File: config.mk
export PLATFORM = sky130hd
export DESIGN_NAME = tcb_timer
export DESIGN_NICKNAME = d
export VERILOG_FILES = /design/src/shared/tcb_pkg.sv /design/src/logic/tcb_chan.sv /design/src/logic/tcb_timer.sv
export SDC_FILE = /design/constraint.sdc
export NUM_CORES = 1
export LEC_CHECK = 0
export BUFFER_PORTS_ARGS = -buffer_cell sky130_fd_sc_hd__buf_2
export CAP_MARGIN = 0
export CORE_ASPECT_RATIO = 0.5
export CORE_MARGIN = 2
export CORE_UTILIZATION = 55
export CTS_CLUSTER_SIZE = 8
export DETAILED_ROUTE_END_ITERATION = 10
export GPL_TIMING_DRIVEN = 0
export PLACE_DENSITY = 0.78
export SLEW_MARGIN = 40
export SYNTH_ARGS = -nofsm -noshare
export SYNTH_HDL_FRONTEND = slang
export SYNTH_SLANG_ARGS = --single-unit
File: constraint.sdc
create_clock -name clk -period 8.6 [get_ports clk]
set_input_delay 0.86 -clock clk [delete_from_list [all_inputs] [get_ports clk]]
set_output_delay 0.86 -clock clk [all_outputs]
set_load 0.03 [all_outputs]
File: src/shared/tcb_pkg.sv
package tcb_pkg;
  // =====================================================================
  // sizes and reset values
  localparam int          CNT_W    = 16;
  localparam int          PSC_W    = 10;
  localparam int          FINE_MAX = 3;
  localparam logic [15:0] CNT_RST  = 16'h0000;
  localparam logic [15:0] PER_RST  = 16'hFFFF;

  // =====================================================================
  // clock select: 0 stopped, 1..7 prescaler taps, 8 event clock
  localparam logic [3:0]      CLK_OFF = 4'h0;
  localparam logic [3:0]      CLK_EV  = 4'h8;
  // log2 of the divide ratio for taps 1,2,4,8,64,256,1024
  localparam logic [7:0][3:0] PSC_TAP = {4'hA, 4'h8, 4'h6, 4'h3, 4'h2, 4'h1, 4'h0, 4'h0};

  typedef enum logic [1:0] {
    TCB_WG_NORMAL = 2'b00,
    TCB_WG_FRQ    = 2'b01,
    TCB_WG_SS     = 2'b10,
    TCB_WG_DS     = 2'b11
  } tcb_wgm_t;

  // =====================================================================
  // counter view shared with every channel
  typedef struct packed {
    logic             tick;
    logic             upd;
    logic             split;
    logic             fine_en;
    logic             cap_mode;
    tcb_wgm_t         wgm;
    logic [CNT_W-1:0] cnt;
  } tcb_ctl_t;

  typedef struct packed {
    logic [CNT_W-1:0]    cc;
    logic [CNT_W-1:0]    buf_v;
    logic                bv;
    logic                full;
    logic                ev;
    logic                hev;
    logic                err;
    logic                dma;
    logic                wave;
    logic [FINE_MAX-1:0] fine;
  } tcb_ch_st_t;

  typedef struct packed {
    logic [3:0]       sel;
    logic [PSC_W-1:0] psc;
    logic [CNT_W-1:0] cnt;
    logic [CNT_W-1:0] per;
    logic [CNT_W-1:0] pbuf;
    logic             pbv;
    logic             dsdn;
    logic             tick;
    logic             upd;
    logic             bot;
    logic             max;
    logic             ovf;
    logic             hovf;
    logic             err;
    logic             dma;
  } tcb_top_st_t;

  localparam tcb_top_st_t TOP_RST = '{per: PER_RST, bot: 1'b1, default: '0};
endpackage : tcb_pkg

File: src/logic/tcb_chan.sv
`timescale 1ns/100ps
module tcb_chan #(
  parameter int FB = 2
) (
  input  wire logic                  clk,
  input  wire logic                  rst_b,
  input  wire logic                  ce,
  input  wire tcb_pkg::tcb_ctl_t     ctl,
  input  wire logic                  en,
  input  wire logic                  buf_wr,
  input  wire logic [15:0]           wdata,
  input  wire logic                  cap,
  input  wire logic                  rd,
  input  wire logic                  ack,
  output tcb_pkg::tcb_ch_st_t        st
);
  tcb_pkg::tcb_ch_st_t q, d;
  logic [15:0] cmp;
  logic        hit;
  logic        hit_hi;

  // =====================================================================
  // next state
  always_comb begin
    d = q;
    d.ev = 1'b0;
    d.hev = 1'b0;
    d.err = 1'b0;
    // in fine mode the low bits place the edge inside the cycle
    cmp = q.cc >> (ctl.fine_en ? FB : 0);
    hit = ctl.tick && en && (ctl.split ? ctl.cnt[7:0] == q.cc[7:0] : ctl.cnt == cmp);
    hit_hi = ctl.tick && en && ctl.split && ctl.cnt[15:8] == q.cc[15:8];
    if (ctl.cap_mode) begin
      if (rd) begin
        d.full = 1'b0;
      end
      if (cap && en) begin
        if (!d.full && q.bv) begin
          // the older buffered sample goes first, the new one queues behind it
          d.cc = q.buf_v;
          d.full = 1'b1;
          d.ev = 1'b1;
          d.buf_v = ctl.cnt;
        end else if (!d.full) begin
          d.cc = ctl.cnt;
          d.full = 1'b1;
          d.ev = 1'b1;
        end else if (!q.bv) begin
          d.buf_v = ctl.cnt;
          d.bv = 1'b1;
        end else begin
          d.err = 1'b1;
        end
      end else if (!d.full && q.bv) begin
        d.cc = q.buf_v;
        d.full = 1'b1;
        d.bv = 1'b0;
        d.ev = 1'b1;
      end
    end else begin
      if (ctl.upd && q.bv) begin
        d.cc = q.buf_v;
        d.bv = 1'b0;
      end
      // a write in the update cycle keeps the flag set
      if (buf_wr) begin
        d.buf_v = wdata;
        d.bv = 1'b1;
      end
      d.ev = hit;
      d.hev = hit_hi;
      if (hit) begin
        d.fine = ctl.fine_en ? q.cc[2:0] & 3'((4'h1 << FB) - 4'h1) : 3'h0;
      end
      case (ctl.wgm)
        tcb_pkg::TCB_WG_SS: begin
          if (ctl.upd) d.wave = 1'b1;
          if (hit) d.wave = 1'b0;
        end
        tcb_pkg::TCB_WG_FRQ, tcb_pkg::TCB_WG_DS: begin
          if (hit) d.wave = ~q.wave;
        end
        default: d.wave = q.wave;
      endcase
    end
    if (ack) d.dma = 1'b0;
    if (d.ev) d.dma = 1'b1;
  end

  always_ff @(posedge clk or negedge rst_b) begin
    if (!rst_b) begin
      q <= '0;
    end else if (ce) begin
      q <= d;
    end
  end

  assign st = q;
endmodule : tcb_chan

File: src/logic/tcb_timer.sv
`timescale 1ns/100ps
// What this block does
// - 16-bit counter, overflow event chains two units
// - four channels, or two in second variant
// - unit runs capture or compare, never both
// - split into two 8-bit counters, four-channel only
// - bottom flagged when count becomes zero
// - max flagged when count is all ones
// - top is period or channel A, by mode
// - update at bottom or top, by mode
// - clock from prescaler or event; event direction/capture/restart
// - per-channel event; overflow and error events
// - period buffered, taken on update
// - channels double buffered for compare and capture
// - dma requests on overflow and channel events
// - fine extension adds two or three bits
// - up wraps to zero, down reloads top; dual slope turns at both ends instead
// - buffer flag set on write, cleared on update
// - no clock selected after reset
// - count write wins over count, clear, reload
module tcb_timer #(
  parameter int NUM_CH    = 4,
  parameter int FINE_BITS = 2
) (
  input  wire logic                  clk,
  input  wire logic                  rst_b,
  input  wire logic                  ce,
  input  wire logic [3:0]            clk_sel,
  input  wire logic                  ev_clk,
  input  wire logic                  ev_dir_en,
  input  wire logic                  ev_dir_up,
  input  wire logic                  ev_restart,
  input  wire logic                  dir_dn,
  input  wire tcb_pkg::tcb_wgm_t     wgm,
  input  wire logic                  cap_mode,
  input  wire logic                  split_en,
  input  wire logic                  fine_en,
  input  wire logic                  cnt_wr,
  input  wire logic [15:0]           wdata,
  input  wire logic                  per_buf_wr,
  input  wire logic [NUM_CH-1:0]     cc_en,
  input  wire logic [NUM_CH-1:0]     cc_buf_wr,
  input  wire logic [NUM_CH-1:0]     cap_ev,
  input  wire logic [NUM_CH-1:0]     cc_rd,
  input  wire logic                  dma_ack_ovf,
  input  wire logic [NUM_CH-1:0]     dma_ack_cc,
  output logic [15:0]                cnt_o,
  output logic [15:0]                per_o,
  output logic                       per_bv_o,
  output logic                       bottom_o,
  output logic                       max_o,
  output logic                       update_o,
  output logic                       ovf_ev,
  output logic                       hovf_ev,
  output logic                       err_ev,
  output logic                       dma_ovf_req,
  output tcb_pkg::tcb_ch_st_t [NUM_CH-1:0] ch_o
);
  // =====================================================================
  // elaboration checks
  if (NUM_CH != 2 && NUM_CH != 4) begin : g_bad_ch
    $error("NUM_CH must be 2 or 4");
  end
  if (FINE_BITS != 2 && FINE_BITS != 3) begin : g_bad_fine
    $error("FINE_BITS must be 2 or 3");
  end

  tcb_pkg::tcb_top_st_t q, d;
  tcb_pkg::tcb_ctl_t    ctl;
  logic [9:0]           mask;
  logic                 tick;
  logic                 up;
  logic                 split;
  logic [15:0]          top;
  logic [NUM_CH-1:0]    ch_err;

  // =====================================================================
  // counter
  always_comb begin
    d = q;
    d.ovf = 1'b0;
    d.hovf = 1'b0;
    d.upd = 1'b0;
    d.sel = clk_sel;
    d.psc = q.psc + 10'h001;
    mask = 10'((11'h001 << tcb_pkg::PSC_TAP[q.sel[2:0]]) - 11'h001);
    // stopped until a source is chosen; codes above 8 also stop it
    if (q.sel == tcb_pkg::CLK_EV) begin
      tick = ev_clk;
    end else begin
      tick = q.sel != tcb_pkg::CLK_OFF && q.sel < tcb_pkg::CLK_EV && (q.psc & mask) == mask;
    end
    d.tick = tick;
    split = split_en && NUM_CH == 4;
    top = wgm == tcb_pkg::TCB_WG_FRQ ? ch_o[0].cc : q.per;
    up = ev_dir_en ? ev_dir_up : !dir_dn;
    if (wgm == tcb_pkg::TCB_WG_DS) up = !q.dsdn;
    if (tick && split) begin
      if (q.cnt[7:0] == 8'h00) begin
        d.cnt[7:0] = q.per[7:0];
        d.ovf = 1'b1;
      end else begin
        d.cnt[7:0] = q.cnt[7:0] - 8'h01;
      end
      if (q.cnt[15:8] == 8'h00) begin
        d.cnt[15:8] = q.per[15:8];
        d.hovf = 1'b1;
      end else begin
        d.cnt[15:8] = q.cnt[15:8] - 8'h01;
      end
      d.upd = d.ovf;
    end else if (tick) begin
      if (up && q.cnt == top) begin
        if (wgm == tcb_pkg::TCB_WG_DS) begin
          d.dsdn = 1'b1;
          d.cnt = q.cnt - 16'h0001;
        end else begin
          d.cnt = tcb_pkg::CNT_RST;
          d.ovf = 1'b1;
          d.upd = 1'b1;
        end
      end else if (!up && q.cnt == 16'h0000) begin
        if (wgm == tcb_pkg::TCB_WG_DS) begin
          d.dsdn = 1'b0;
          d.cnt = 16'h0001;
        end else begin
          d.cnt = top;
        end
        d.ovf = 1'b1;
        d.upd = 1'b1;
      end else begin
        d.cnt = up ? q.cnt + 16'h0001 : q.cnt - 16'h0001;
      end
    end
    if (ev_restart) begin
      d.cnt = tcb_pkg::CNT_RST;
      d.dsdn = 1'b0;
    end
    if (cnt_wr) begin
      d.cnt = wdata;
    end
    if (d.upd && q.pbv) begin
      d.per = q.pbuf;
      d.pbv = 1'b0;
    end
    if (per_buf_wr) begin
      d.pbuf = wdata;
      d.pbv = 1'b1;
    end
    d.bot = d.cnt == 16'h0000;
    d.max = &d.cnt;
    d.err = |ch_err;
    if (dma_ack_ovf) d.dma = 1'b0;
    if (d.ovf) d.dma = 1'b1;
  end

  always_ff @(posedge clk or negedge rst_b) begin
    if (!rst_b) begin
      q <= tcb_pkg::TOP_RST;
    end else if (ce) begin
      q <= d;
    end
  end

  // =====================================================================
  // channels see the counter one cycle after it moves
  always_comb begin
    ctl = '0;
    ctl.tick = q.tick;
    ctl.upd = q.upd;
    ctl.split = split_en && NUM_CH == 4;
    ctl.fine_en = fine_en;
    ctl.cap_mode = cap_mode;
    ctl.wgm = wgm;
    ctl.cnt = q.cnt;
  end

  for (genvar i = 0; i < NUM_CH; i++) begin : g_ch
    tcb_chan #(.FB(FINE_BITS)) u_ch (
      .clk    (clk),
      .rst_b  (rst_b),
      .ce     (ce),
      .ctl    (ctl),
      .en     (cc_en[i]),
      .buf_wr (cc_buf_wr[i]),
      .wdata  (wdata),
      .cap    (cap_ev[i]),
      .rd     (cc_rd[i]),
      .ack    (dma_ack_cc[i]),
      .st     (ch_o[i])
    );
    assign ch_err[i] = ch_o[i].err;
  end

  assign cnt_o       = q.cnt;
  assign per_o       = q.per;
  assign per_bv_o    = q.pbv;
  assign bottom_o    = q.bot;
  assign max_o       = q.max;
  assign update_o    = q.upd;
  assign ovf_ev      = q.ovf;
  assign hovf_ev     = q.hovf;
  assign err_ev      = q.err;
  assign dma_ovf_req = q.dma;
endmodule : tcb_timer

Yosys cells after proc, flatten, opt, wreduce, memory -nomap -nowiden
Memories as Yosys holds them, arrays and structs flattened.
Index checks and enable logic that the tools add are counted.
- flip-flop bits (word level): 239
- memory bits (read-only): 32
- input port bits: 56
- output and inout bits: 208
- word-level logic and storage cells: 392
- memories kept: 1
- memories (memory ; depth ; bits a word ; rd ports ; clocked after Yosys merged registers in ; wr ports ; line ; RTL):
    (no name shown) ; 8 ; 4 ; 1 ; 0 ; 0 ; tcb_timer.sv:86 ; mask = 10'((11'h001 << tcb_pkg::PSC_TAP[q.sel[2:0]]) - 11'h001);
- add/sub/neg operators: 6
- magnitude comparators: 2
- equal/unequal tests: 53
- shift operators: 5
- multiplexer cells: 165
- bitwise gates (word level): 6
- reduce and logical (&&, ||, !) cells: 100
- operators with widths (kind ; number):
    $mux 16 ; 30
    $mux 17 ; 12
    $mux 33 ; 4
    $mux 32 ; 4
    $shr 16x32->16 ; 4
    $mux 1 ; 91
    $eq 16x16->1 ; 5
    $eq 8x8->1 ; 8
    $reduce_and 5->1 ; 12
    $ne 3x3->1 const B ; 14
    $logic_and 1x1->1 ; 34
    $logic_not 16->1 ; 2
    $reduce_bool 2->1 ; 16
    $mux 3 ; 8
    $ne 3x1->1 const B ; 8
    $mux 2 ; 9
    $reduce_and 2->1 ; 9
    $add 16x1->16 const B ; 1
    $logic_not 8->1 ; 2
    $mux 8 ; 2
    $ne 2x1->1 const B ; 8
    $reduce_and 16->1 ; 1
    $reduce_and 4->1 ; 4
    $sub 16x1->16 const B ; 1
    23 further kinds ; 48

Depth between registers and ports, before layout
- depth in word-level cells: 13
- mapped depth: 15
- mapped depth without buffers: 13

Cells and area by module
Synthesis repeated with hierarchy kept, for this count alone.
- cell total of the unflattened synthesis: 1791
- area total of the unflattened synthesis: 15860.2 um^2
- modules (own cells, without submodules) (module ; instances ; cells an instance ; area each (um^2) ; seq. area each (um^2)):
    tcb_chan ; 4 ; 273 ; 2498.6 ; 1026.0
    tcb_timer ; 1 ; 699 ; 5865.6 ; 1798.0

Least setup slack after synthesis
OpenSTA, ideal clock, no wires.
- kind: flip-flop to flip-flop
- start point: register q, in the netlist cnt_o[8]
- end point: register q, in the netlist bottom_o
- library setup time: 89 ps
- arrival time: 3612 ps
- required time: 8511 ps
- slack: 4899 ps
- stages on the path, launching flop included: 15
- period minus slack after synthesis: 3701 ps
- cell sequence: dfrtp_1 clkbuf_1 clkbuf_1 inv_1 ha_1 or4b_4 nand3b_4 nor3_4 nor3_1 a211oi_1 mux2i_1 o2bb2ai_1 nand3_1 or4_1 o32ai_2
- cells in the longest elaborated chain, start to end: 9
- ends and longest elaborated chain (item ; line ; RTL):
    start: declaration ; tcb_timer.sv:68 ; tcb_pkg::tcb_top_st_t q, d;
    start signal: assignment ; tcb_timer.sv:159 ; q <= tcb_pkg::TOP_RST;
    $sub 16x1->16 (tied with other cells) ; tcb_timer.sv:116, tcb_timer.sv:132 ;
    $mux 16 / $logic_and 1x1->1 (equally long branches) ; tcb_timer.sv:132, tcb_timer.sv:122 ;
    $mux 16 ; tcb_timer.sv:122 ; end else if (!up && q.cnt == 16'h0000) begin
    $mux 16 ; tcb_timer.sv:113 ; if (up && q.cnt == top) begin
    $mux 16 ; tcb_timer.sv:112 ; end else if (tick) begin
    $mux 16 * ; tcb_timer.sv:98 ; if (tick && split) begin
    $mux 16 * ; tcb_timer.sv:135 ; if (ev_restart) begin
    $mux 16 * ; tcb_timer.sv:139 ; if (cnt_wr) begin
    $logic_not 16->1 * ; tcb_timer.sv:150 ; d.bot = d.cnt == 16'h0000;
Mark *: on every way between the ends. The rest lies on a longest branch, timed or not.
A chain may end at the register's enable or synchronous reset.

Final worst setup path
- start point: register q, in the netlist cnt_o[8]
- end point: register q, in the netlist per_o[11]
- cells in the longest elaborated chain, start to end: 8
- ends and longest elaborated chain (item ; line ; RTL):
    $logic_not 16->1 ; tcb_timer.sv:122 ;
    $logic_and 1x1->1 ; tcb_timer.sv:122 ;
    $mux 1 ; tcb_timer.sv:122 ;
    $mux 1 * ; tcb_timer.sv:113 ;
    $mux 1 * ; tcb_timer.sv:112 ;
    $mux 1 * ; tcb_timer.sv:98 ;
    $logic_and 1x1->1 * ; tcb_timer.sv:142 ; if (d.upd && q.pbv) begin
    $reduce_and 2->1 (no line) * ; -- ;
Marked as above.

==> impl_metrics.json <==
{
  "status": "finished, final reports clean",
  "fp.coreArea_mm2": 0.0277,
  "cts_tree": "yes",
  "start_util": 0.558,
  "pwr-share-clk": 0.245,
  "cp-end-kind": "register",
  "ys_types": 88,
  "grt.busiest_layer": "met1",
  "fp.dieW_um": 241,
  "grt_util_met1": 0.647,
  "grt-ovfl-total": 0,
  "path_max_fanout": 10,
  "use_met2": 0.630,
  "antenna_left": 0,
  "p_leak_nw": 8.17,
  "finalHoldViolations": 0,
  "fp.dieH_um": 122,
  "insertion_delay_ns": 0.54,
  "arrival_ns": 5.76,
  "slew_headroom": 0.378,
  "synth_edf_count": 0,
  "grt_max_degree": 73,
  "multi_input_area_mm2": 0.00856,
  "post_cts.repair.setup_buffers": 0,
  "fmax_mhz": 189,
  "synthTopCellsByArea": "dfrtp_1 (35%), mux2i_1 (8.4%), o21ai_0 (6.2%)",
  "grt_pass1_wl_mm": 97.4,
  "drtPass1Iterations": 6,
  "fillers": 2355,
  "worstMarginPinSlew_ns": 0.933,
  "wl_per_cell_um": 27.1,
  "slowest_delay_ns": 0.73,
  "hold_path_class": "in -> async",
  "grt_pass1_vias": 15100,
  "fin_crit_ns": 5.30,
  "ioPinCount": 264,
  "total_power_mw": 5.14,
  "cts.clk_slew.worst_paths_ns": 0.05,
  "cts_root_buf": "clkbuf_16",
  "finalClockSkew_ns": 0.0142,
  "synth_commonest_cells": "nand2_1 (251), dfrtp_1 (218), o21ai_0 (192)",
  "post-route-period-util": 0.617,
  "power.internal_mw": 2.82,
  "yosysTopAreaCell": "dfrtp_1",
  "path_cells": "clkbuf_1 > clkbuf_1 > inv_1 > ha_1 > or4b_4 > nor4_4 > nand3_4 > clkbuf_1 > o21ai_1 > o2111ai_1 > inv_1 > nand2_1 > clkbuf_2 > mux2_2",
  "place_congestion": 1.05,
  "cts_hold_buf": 0,
  "area_growth_pct": 18.5,
  "fin_tns_setup_ns": 0,
  "path_class": "reg -> reg",
  "crit_top_cell": "clkbuf_1",
  "slowest_stage": "clkbuf_1",
  "placed_cell_area_mm2": 0.0173,
  "postCtsResizedCells": 0,
  "avgSynthCellArea_um2": 8.72,
  "grt_antenna_before_repair": 1,
  "io_buffers": 257,
  "pwr-share-comb": 0.407,
  "diodes": 0,
  "startpoint_type": "register",
  "yosysMostFrequentCell": "nand2_1",
  "swShare": 0.451,
  "clock-sinks": 235,
  "fin_cells": 2461,
  "p_per_area_mw_per_mm2": 281,
  "dieArea_mm2": 0.0295,
  "p_sw_mw": 2.32,
  "drc": 0,
  "dpl.hpwl_mm": 50.5,
  "synth_area_mm2": 0.0154,
  "cts_buffer_depth": 3,
  "layout-drive-gt1-share": 0.217,
  "slew_violations": 0,
  "nNetsFinal": 2134,
  "wirelength_mm": 66.6,
  "seq_area_mm2": 0.00590,
  "rsz0062_at_grt": "no",
  "synth-main-ff-cell": "dfrtp_1",
  "critical_path_required_ns": 9.06,
  "dp_cells": 2415,
  "grt_use_total": 0.453,
  "synth_top_area_frac": 0.354,
  "cts_buffers": 35,
  "h-tree-depth": 2,
  "drtIter0Drc": 2460,
  "ir_worst_vdd_v": 0.000215,
  "rows": 43,
  "ys_warn_count": 0,
  "share_seq_of_total_power": 0.348,
  "cap_violations": 0,
  "stdcell_area_mm2": 0.0183,
  "syn_inst": 1770,
  "vias_per_cell": 6.54,
  "synth-seq-cells": 235,
  "synth_seq_area_share": 0.383,
  "final_core_util": 0.661,
  "synthArstFlopShare": 1.00,
  "vias": 16100,
  "final-setup-viol-count": 0,
  "use_met3": 0.166
}
metal layers:
layer,vias up,part of all wire
met1,7800,0.40
li1,6852,-
met4,0,0.036
met5,-,0
met2,1234,0.40
met3,210,0.16
stage by stage:
step / setup slack [ns] / hold slack, ns
after floorplan: 4.90 / 0.440
after global placement: 2.46 / 0.455
after detailed placement: 3.53 / 0.460
after CTS: 3.51 / 0.197
after global routing: 3.21 / 0.200
final: 3.30 / 0.188
cells in the final DEF (no fill, tap or decap), types with 22 or more instances in the layout:
master	synthesis	layout
a21oi_1	115	113
buf_2	15	273
buf_4	38	38
clkbuf_1	104	100
clkbuf_16	0	35
dfrtp_1	218	218
inv_1	33	33
mux2_2	38	38
mux2i_1	130	130
nand2_1	251	251
nand2b_1	22	22
nand3_1	40	40
nand4_1	23	23
nor2_1	65	65
nor4_1	23	23
o21ai_0	192	192
xnor2_1	95	95
xor2_1	42	42
sequential cells by signal, summed over array words and instances, names as in the netlist:
register / cells
err_ev: 1
per_o: 16
q: 31
max_o: 1
bottom_o: 1
cnt_o: 16
ctl: 1
per_bv_o: 1
dma_ovf_req: 1
g_ch.u_ch.st: 164
hovf_ev: 1
ovf_ev: 1
critical path, delay by kind of cell, from the launching register on:
kind	cells	cell delay, ns
buffers and inverters	6	2.53
flip-flops	1	0.37
AO/OA/AOI/OAI	2	0.61
multiplexers	1	0.39
AND/OR/NAND/NOR	4	0.92
adder cells (fa/ha/maj)	1	0.39
worst paths after layout:
path,end,slack [ns],cells after the start,start
setup / recovery,per_o[11],3.30,14,cnt_o[8]
hold / removal,g_ch[3].u_ch.st[8],0.19,1,rst_b
setup reg to reg,per_o[11],3.30,14,cnt_o[8]
hold reg to reg,q[67],0.46,1,q[67]
max in group asynchronous,per_o[13],7.37,3,rst_b
min in group clk,q[67],0.46,1,q[67]
logic make-up after synthesis:
family,Yosys count,share of synthesized area
mux,168,0.112
xor+xnor,137,0.0778
flops,235,0.383
buf+inv,213,0.0647
fa+ha+maj,7,0.00568
simple gates,539,0.170
other cells,1,0.000243
compound gates,470,0.186
power groups by stage:
stage                     clock network [mW]  registers, mW  logic (mW)
after global placement                     0           1.77        2.00
final                                   1.26           1.79        2.09
after global routing                    1.30           1.81        2.23
after floorplan                            0           2.00        1.06
after detailed placement                   0           1.78        2.03
after CTS                               1.25           1.76        2.05
cell type report:
type                            instances  share of cell area
Buffer                                175              0.0478
Clock buffer                           42              0.0494
Clock inverter                          3             0.00199
Inverter                               38             0.00780
Multi-Input combinational cell       1325               0.468
Sequential cell                       235               0.323
Tap cell                              382              0.0262
Timing Repair Buffer                  261              0.0757
No activity file was read; power rests on OpenSTA's default activity.
